$ cat src/io_cell_pkg.sv
// Constants shared by the programmable I/O cell and its path modules.
package io_cell_pkg;

	// Register byte offsets on the Avalon-MM slave.
	localparam logic [3:0] CFG_ADDR    = 4'h0;
	localparam logic [3:0] STATUS_ADDR = 4'h4;

	// Field positions inside the configuration register.
	localparam int unsigned CFG_W        = 12;
	localparam int unsigned OUT_INV_BIT  = 0;
	localparam int unsigned TS_MODE_LO   = 1;
	localparam int unsigned TS_INV_BIT   = 3;
	localparam int unsigned OUT_REG_BIT  = 4;
	localparam int unsigned CLK_SEL_BIT  = 5;
	localparam int unsigned SLEW_BIT     = 6;
	localparam int unsigned PULLUP_BIT   = 7;
	localparam int unsigned IN_MODE_LO   = 8;
	localparam int unsigned EDGE0_INV_BIT = 10;
	localparam int unsigned EDGE1_INV_BIT = 11;

	// Driver starts switched off so nothing fights the board at power-up.
	localparam logic [11:0] CFG_RESET = 12'h004;

	// Three-state control modes.
	localparam logic [1:0] TS_PIN = 2'h0;
	localparam logic [1:0] TS_ON  = 2'h1;
	localparam logic [1:0] TS_OFF = 2'h2;

	// Input path modes.
	localparam logic [1:0] IN_DIRECT = 2'h0;
	localparam logic [1:0] IN_FF     = 2'h1;
	localparam logic [1:0] IN_LATCH  = 2'h2;

	// Field positions inside the status register.
	localparam int unsigned ST_PIN_IN_BIT  = 0;
	localparam int unsigned ST_OE_BIT      = 1;
	localparam int unsigned ST_PIN_OUT_BIT = 2;
	localparam int unsigned ST_OREG_BIT    = 3;
	localparam int unsigned ST_DIN_BIT     = 4;
	localparam int unsigned ST_LOAD_BIT    = 5;

	// Answer for reads that reach no readable register.
	localparam logic [31:0] READ_ZERO = 32'h0000_0000;

	// Bus handshake states.
	typedef enum logic {BUS_IDLE, BUS_ANSWER} bus_state_t;

endpackage : io_cell_pkg

$ cat src/programmable_io_cell.sv
// Programmable I/O cell with its configuration registers on Avalon-MM.
`timescale 1ns/100ps

// Notes on behaviour
// - One configuration bit inverts the data sent to the pin.
// - Effective three-state control high turns the driver off.
// - Effective three-state control low turns the driver on.
// - Configuration picks driver on, off, or controlled from logic.
// - Another bit inverts the control so it acts as output enable.
// - Output data goes to the pin directly or through the register.
// - Output register captures on the rising edge of its clock.
// - Register clock is one of two edge lines, each invertible.
// - One bit selects fast or slew-limited output transitions.
// - One bit enables a weak pull-up on the pin.
// - Input path is direct, flip-flop or latch for synchronising.
// - Configuration written only while loading, read only in readback.
module programmable_io_cell (
	input  wire logic        mclk,        // System clock, 20 MHz.
	input  wire logic        resetn,      // Asynchronous reset, active low.
	input  wire logic        ce,          // Clock enable, freezes all state.
	input  wire logic [3:0]  address,     // Avalon byte address.
	input  wire logic        read,        // Avalon read request.
	input  wire logic        write,       // Avalon write request.
	input  wire logic [3:0]  byteenable,  // Avalon byte enables.
	input  wire logic [31:0] writedata,   // Avalon write data.
	output logic [31:0]      readdata,    // Avalon read data.
	output logic             waitrequest, // Avalon wait request.
	input  wire logic        cfg_load,    // Configuration loading in progress.
	input  wire logic        readback,    // Configuration readback in progress.
	input  wire logic        data_o,      // Output data from internal logic.
	input  wire logic        tri_t,       // Three-state control from logic.
	input  wire logic        edge_clk0,   // First edge clock line.
	input  wire logic        edge_clk1,   // Second edge clock line.
	input  wire logic        pin_in,      // Level seen on the pin.
	output logic             pin_out,     // Level driven onto the pin.
	output logic             pin_oe,      // Pin driver enable, high drives.
	output logic             slew_fast,   // Fast output transitions.
	output logic             pullup_en,   // Weak pull-up enabled.
	output logic             din          // Input data to internal logic.
);

	typedef struct packed {
		io_cell_pkg::bus_state_t bus;
		logic                    waitreq;
		logic [31:0]             rdata;
		logic [11:0]             cfg;
		logic                    clk_prev;
	} top_state_t;

	localparam top_state_t ST_RESET = '{
		bus:      io_cell_pkg::BUS_IDLE,
		waitreq:  1'b1,
		rdata:    io_cell_pkg::READ_ZERO,
		cfg:      io_cell_pkg::CFG_RESET,
		clk_prev: 1'b0
	};

	top_state_t  st;
	top_state_t  next_st;
	logic        clk_level;
	logic        clk_rise;
	logic        cfg_wr;
	logic [31:0] rd_mux;
	logic [31:0] status_word;
	logic        oreg_q;
	logic        out_inv;
	logic [1:0]  ts_mode;
	logic        ts_inv;
	logic        out_reg;
	logic [1:0]  in_mode;

	// Configuration fields as seen by the paths.
	assign out_inv = st.cfg[io_cell_pkg::OUT_INV_BIT];
	assign ts_mode = st.cfg[io_cell_pkg::TS_MODE_LO +: 2];
	assign ts_inv  = st.cfg[io_cell_pkg::TS_INV_BIT];
	assign out_reg = st.cfg[io_cell_pkg::OUT_REG_BIT];
	assign in_mode = st.cfg[io_cell_pkg::IN_MODE_LO +: 2];

	// Edge clock select and invert; the edge is found against the last level.
	always_comb begin
		if (st.cfg[io_cell_pkg::CLK_SEL_BIT]) begin
			clk_level = edge_clk1 ^ st.cfg[io_cell_pkg::EDGE1_INV_BIT];
		end else begin
			clk_level = edge_clk0 ^ st.cfg[io_cell_pkg::EDGE0_INV_BIT];
		end
		clk_rise = clk_level & ~st.clk_prev;
	end

	// Live cell state for software; readable at any time.
	always_comb begin
		status_word = io_cell_pkg::READ_ZERO;
		status_word[io_cell_pkg::ST_PIN_IN_BIT]  = pin_in;
		status_word[io_cell_pkg::ST_OE_BIT]      = pin_oe;
		status_word[io_cell_pkg::ST_PIN_OUT_BIT] = pin_out;
		status_word[io_cell_pkg::ST_OREG_BIT]    = oreg_q;
		status_word[io_cell_pkg::ST_DIN_BIT]     = din;
		status_word[io_cell_pkg::ST_LOAD_BIT]    = cfg_load;
	end

	// Configuration is hidden outside readback so user traffic cannot see it.
	always_comb begin
		rd_mux = io_cell_pkg::READ_ZERO;
		if (address == io_cell_pkg::CFG_ADDR && readback) begin
			rd_mux = {20'h0_0000, st.cfg};
		end else if (address == io_cell_pkg::STATUS_ADDR) begin
			rd_mux = status_word;
		end
	end

	// Bus handshake: one wait cycle, then a single answer cycle.
	always_comb begin
		next_st = st;
		cfg_wr = 1'b0;
		next_st.clk_prev = clk_level;
		case (st.bus)
			io_cell_pkg::BUS_IDLE: begin
				if (read || write) begin
					next_st.bus = io_cell_pkg::BUS_ANSWER;
					next_st.waitreq = 1'b0;
					next_st.rdata = read ? rd_mux : io_cell_pkg::READ_ZERO;
				end
			end
			io_cell_pkg::BUS_ANSWER: begin
				next_st.bus = io_cell_pkg::BUS_IDLE;
				next_st.waitreq = 1'b1;
				if (write && cfg_load && address == io_cell_pkg::CFG_ADDR) begin
					cfg_wr = 1'b1;
				end
			end
			default: begin
				next_st.bus = io_cell_pkg::BUS_IDLE;
				next_st.waitreq = 1'b1;
			end
		endcase
		// Byte lanes merge bit by bit; bits outside the field are ignored.
		for (int i = 0; i < io_cell_pkg::CFG_W; i++) begin
			if (cfg_wr && byteenable[i / 8]) begin
				next_st.cfg[i] = writedata[i];
			end
		end
	end

	// Single state register; a low clock enable holds everything.
	always_ff @(posedge mclk or negedge resetn) begin
		if (!resetn) begin
			st <= ST_RESET;
		end else if (ce) begin
			st <= next_st;
		end
	end

	// Bus and pad-control outputs come straight from state.
	assign readdata    = st.rdata;
	assign waitrequest = st.waitreq;
	assign slew_fast   = st.cfg[io_cell_pkg::SLEW_BIT];
	assign pullup_en   = st.cfg[io_cell_pkg::PULLUP_BIT];

	// Output side of the cell.
	io_output_path u_out (
		.mclk       (mclk),
		.resetn     (resetn),
		.ce         (ce),
		.data_o     (data_o),
		.tri_t      (tri_t),
		.invert     (out_inv),
		.ts_mode    (ts_mode),
		.ts_invert  (ts_inv),
		.registered (out_reg),
		.clk_rise   (clk_rise),
		.pin_out    (pin_out),
		.pin_oe     (pin_oe),
		.oreg_q     (oreg_q)
	);

	// Input side of the cell.
	io_input_path u_in (
		.mclk      (mclk),
		.resetn    (resetn),
		.ce        (ce),
		.pin_in    (pin_in),
		.in_mode   (in_mode),
		.clk_rise  (clk_rise),
		.clk_level (clk_level),
		.din       (din)
	);
endmodule : programmable_io_cell

$ cat src/io_output_path.sv
// Output data and three-state path of the I/O cell.
`timescale 1ns/100ps
module io_output_path (
	input  wire logic       mclk,       // System clock.
	input  wire logic       resetn,     // Asynchronous reset, active low.
	input  wire logic       ce,         // Clock enable.
	input  wire logic       data_o,     // Data from internal logic.
	input  wire logic       tri_t,      // Three-state control from logic.
	input  wire logic       invert,     // Invert outgoing data.
	input  wire logic [1:0] ts_mode,    // Driver on, off or pin-controlled.
	input  wire logic       ts_invert,  // Control acts as output enable.
	input  wire logic       registered, // Use the output register.
	input  wire logic       clk_rise,   // Rising edge of selected edge clock.
	output logic            pin_out,    // Level driven toward the pin.
	output logic            pin_oe,     // Driver enabled.
	output logic            oreg_q      // Output register content.
);

	typedef struct packed {
		logic oreg;
		logic pin_o;
		logic oe;
	} out_state_t;

	out_state_t st;
	out_state_t next_st;
	logic       ts_eff;

	// Register capture, data select, inversion and driver enable.
	always_comb begin
		next_st = st;
		next_st.oreg = clk_rise ? data_o : st.oreg;
		next_st.pin_o = registered ? next_st.oreg : data_o;
		next_st.pin_o = next_st.pin_o ^ invert;
		case (ts_mode)
			io_cell_pkg::TS_PIN: ts_eff = tri_t ^ ts_invert;
			io_cell_pkg::TS_ON:  ts_eff = 1'b0;
			default:             ts_eff = 1'b1;
		endcase
		next_st.oe = ~ts_eff;
	end

	// State register; driver off while reset is held.
	always_ff @(posedge mclk or negedge resetn) begin
		if (!resetn) begin
			st <= '0;
		end else if (ce) begin
			st <= next_st;
		end
	end

	assign pin_out = st.pin_o;
	assign pin_oe  = st.oe;
	assign oreg_q  = st.oreg;

endmodule : io_output_path

$ cat src/io_input_path.sv
// Input path of the I/O cell: direct, flip-flop or latch.
`timescale 1ns/100ps
module io_input_path (
	input  wire logic       mclk,      // System clock.
	input  wire logic       resetn,    // Asynchronous reset, active low.
	input  wire logic       ce,        // Clock enable.
	input  wire logic       pin_in,    // Level seen on the pin.
	input  wire logic [1:0] in_mode,   // Direct, flip-flop or latch.
	input  wire logic       clk_rise,  // Rising edge of selected edge clock.
	input  wire logic       clk_level, // Level of selected edge clock.
	output logic            din        // Data toward internal logic.
);

	typedef struct packed {
		logic q;
	} in_state_t;

	in_state_t st;
	in_state_t next_st;

	// The pin is sampled whatever the driver does, so the cell is bidirectional.
	always_comb begin
		next_st = st;
		case (in_mode)
			io_cell_pkg::IN_FF:    next_st.q = clk_rise ? pin_in : st.q;
			io_cell_pkg::IN_LATCH: next_st.q = clk_level ? pin_in : st.q;
			default:               next_st.q = pin_in;
		endcase
	end

	// State register.
	always_ff @(posedge mclk or negedge resetn) begin
		if (!resetn) begin
			st <= '0;
		end else if (ce) begin
			st <= next_st;
		end
	end

	assign din = st.q;

endmodule : io_input_path

$ cat config.mk
export PLATFORM = sky130hd
export DESIGN_NAME = programmable_io_cell
export DESIGN_NICKNAME = d
export VERILOG_FILES = /design/src/io_cell_pkg.sv /design/src/programmable_io_cell.sv /design/src/io_output_path.sv /design/src/io_input_path.sv
export SDC_FILE = /design/constraint.sdc
export NUM_CORES = 1
export LEC_CHECK = 0
export ABC_AREA = 1
export BUFFER_PORTS_ARGS = -buffer_cell sky130_fd_sc_hd__buf_2
export CAP_MARGIN = 20
export CORE_UTILIZATION = 50
export CTS_BUF_LIST = sky130_fd_sc_hd__clkbuf_2 sky130_fd_sc_hd__clkbuf_4 sky130_fd_sc_hd__clkbuf_8
export DETAILED_ROUTE_END_ITERATION = 8
export PLACE_DENSITY_LB_ADDON = 0.2
export SETUP_SLACK_MARGIN = 0.5
export SLEW_MARGIN = 20
export SYNTH_ARGS = -nofsm -noshare
export SYNTH_HDL_FRONTEND = slang
export SYNTH_SLANG_ARGS = --single-unit
$ cat constraint.sdc
create_clock -name mclk -period 2.3 [get_ports mclk]
set_input_delay 0 -clock mclk [delete_from_list [all_inputs] [get_ports mclk]]
set_output_delay 0 -clock mclk [all_outputs]
set_load 0.005 [all_outputs]
==> out/qor.yml <==
worst_hold_path:
  hold_path.class: "in2reg"
timing:
  fmax_mhz: 576.2
  finalClockSkew_ps: 6.536
  min_period_ps: 1735
  worstMarginPinSlew_ps: 677.9
  setup_viol_count_final: 0
  finalSetupTns_ps: 0
  slew_headroom_pct: 54.81
  period_share_pct: 75.45
  finalHoldViolations: 0
  slew_viol_final: 0
  rsz0062_at_grt: "false"
critical_path:
  critPathKind: "in2reg"
  start_kind: "primary input"
  crit_fanout: 2
  endpoint_kind: "register"
  critical_path_arrival_ps: 2020
  cp_data_required_time_ps: 2590
final_layout:
  final_net_count: 303
  largest_reg_flops: 12
  diodes: 0
  multi_input_area_sq_um: 673.1
  regArea_sq_um: 778.2
  area_growth_syn_to_layout_pct: 18.69
  layout-drive-gt1-share_pct: 30.95
  fill_cells: 326
routing:
  routed_wl_um: 3457
  antenna_left: 0
  vias: 1366
  via_per_inst: 4.584
  drt-pass1-iter-count: 4
  wl_per_cell_um: 11.60
  drt_iter0_markers: 58
  route.detailed.drc: 0
die:
  dieArea_sq_mm: 0.003708
  pin_count: 90
  placementRows: 21
  start_util_pct: 51.97
  die_h_um: 60.89
  die_x_um: 60.89
  core_area_sq_mm: 0.003337
global_routing:
  grt_max_degree: 32
  grt_overflow_total: 0
  grt_pass1_vias: 1192
  grtUsageTotal_pct: 20.42
  grt_pass1_wl_um: 5340
  antenna_found_initial: 0
power:
  leakage_uw: 0.001160
  irDropWorstVdd_v: 0.0002671
  fin_total_pwr_uw: 1108
  p_per_area_mw_per_mm2: 538.1
clock_network:
  cts-root-buf: "clkbuf_4"
  cts_tree: "done"
  cts_resized: 0
  numCtsBuffers: 5
  holdBufCountCts: 17
  clk_latency_ps: 340
  post_cts_buffers: 0
  clkTransAtPathRegs_ps: 100
  cts_sinks: 31
  clock_path_buffers: 2
  h-tree-depth: 2
outcome:
  status: "finished, final reports clean"
synthesis:
  ys_ff_latch: 31
  netlist_instances: 196
  yosysWarnings: 0
  yosysSeqAreaShare_pct: 44.88
  syn_avg_cell_area_sq_um: 8.848
  yosys.cell_types.count: 28
  syn_area_sq_mm: 0.001734
placement:
  place.port_buffers: 47
  hpwl_um: 2431
  gp_congestion: 0.8114
run:
  max_cap_violations: 0
-- worst paths after layout --
kind	startpoint	endpoint	slack, ps	depth (start not counted)
worst max-delay path	write	waitrequest	560	7
worst min-delay path	cfg_load	readdata[5]	10	4
worst max register to register	st[46]	st[4]	930	4
worst min register to register	readdata[11]	readdata[11]	490	2
max in group asynchronous	resetn	st[2]	1640	2
min in group asynchronous	resetn	readdata[10]	220	2
-- layout make-up --
| type | count | area share (%) |
|---|---|---|
| Clock buffer | 7 | 2.553 |
| Sequential cell | 31 | 37.81 |
| Tap cell | 46 | 2.796 |
| Inverter | 23 | 4.195 |
| Timing Repair Buffer | 64 | 19.70 |
| Multi-Input combinational cell | 126 | 32.71 |
| Clock inverter | 1 | 0.2432 |
-- synthesized netlist by cell type, drive strengths merged --
cell    instances  area, sq um
inv            23        86.33
o311ai          1        8.760
mux2            5        71.32
dfstp           2        52.55
conb            1        3.750
xnor2           1        8.760
dfrtp          29        725.7
nand2          41        163.9
nor2           12        67.57
o31ai           1        7.510
a32o            2        20.02
buf            35        267.8
nand4           1        6.260
a21oi           7        35.03
a22o            2        17.52
o21ai          10        68.81
nand3          22        115.1
a22oi           1        7.510
-- cell usage in the layout, fill, tap and decap left out --
cell | netlist | routed
mux2_2 | 1 | 1
mux2_4 | 4 | 4
a22o_1 | 2 | 2
nand4_1 | 1 | 1
clkbuf_4 | 0 | 7
o311ai_1 | 1 | 1
clkinv_2 | 0 | 1
dlygate4sd3_1 | 0 | 17
xnor2_1 | 1 | 1
conb_1 | 1 | 20
nor2_4 | 2 | 2
nand2_2 | 1 | 1
buf_2 | 1 | 47
inv_2 | 3 | 3
o21ai_0 | 5 | 5
nand3_2 | 1 | 1
nand3_1 | 21 | 21
dfstp_2 | 2 | 2
dfrtp_1 | 29 | 29
a32o_1 | 2 | 2
nand2_1 | 39 | 39
o31ai_1 | 1 | 1
a22oi_1 | 1 | 1
inv_1 | 20 | 20
nand2_4 | 1 | 1
a21oi_1 | 7 | 7
nor2_2 | 3 | 3
nor2_1 | 7 | 7
o21ai_2 | 5 | 5
-- logic make-up after synthesis --
kind of cell / after synthesis / synth area share (%)
muxes: 5 / 4.113
xor gates and xnor gates: 1 / 0.5051
buffers and inverters: 58 / 20.42
AOI/OAI and AO/OA: 24 / 9.524
other: 1 / 0.2162
and+or+nand+nor: 76 / 20.35
DFF: 31 / 44.88
-- metal layers --
layer | up-vias | routed length [um] | track usage [%] | share of wire [%]
li1 | 685 | - | - | -
met1 | 631 | 1589 | 26.93 | 46
met2 | 44 | 1611 | 30.93 | 47
met3 | 6 | 222 | 7.036 | 6.4
met4 | 0 | 33 | 8.117 | 0.95
met5 | - | 0 | 0 | 0
-- report_power, final --
group | internal (uW) | switching (uW)
clock network | 142 | 188
logic | 82.5 | 95.8
registers | 578 | 21.3
total | 803 | 305
-- worst max-delay path, stage by stage --
cell and delay [ps]:
dlygate4sd3_1 540, buf_2 140, o21ai_2 150, dlygate4sd3_1 570, nand2_1 50, nand2_1 40, dlygate4sd3_1 540
-- per-stage QoR --
step	instance area [sq um]	utilization [%]	hold WS [ps]	setup WS, ps	std cells
2_1_floorplan	1805	-	-295.6	1116	215
3_3_place_gp	1831	54.86	87.30	906.2	273
3_5_place_dp	1831	54.86	85.51	913.1	273
4_1_cts	2058	61.68	9.367	611.9	298
5_1_grt	2058	61.68	37.62	513.7	298
6_report	2058	61.68	11.65	564.6	298
Note: power is estimated with default switching activity, not from simulation.
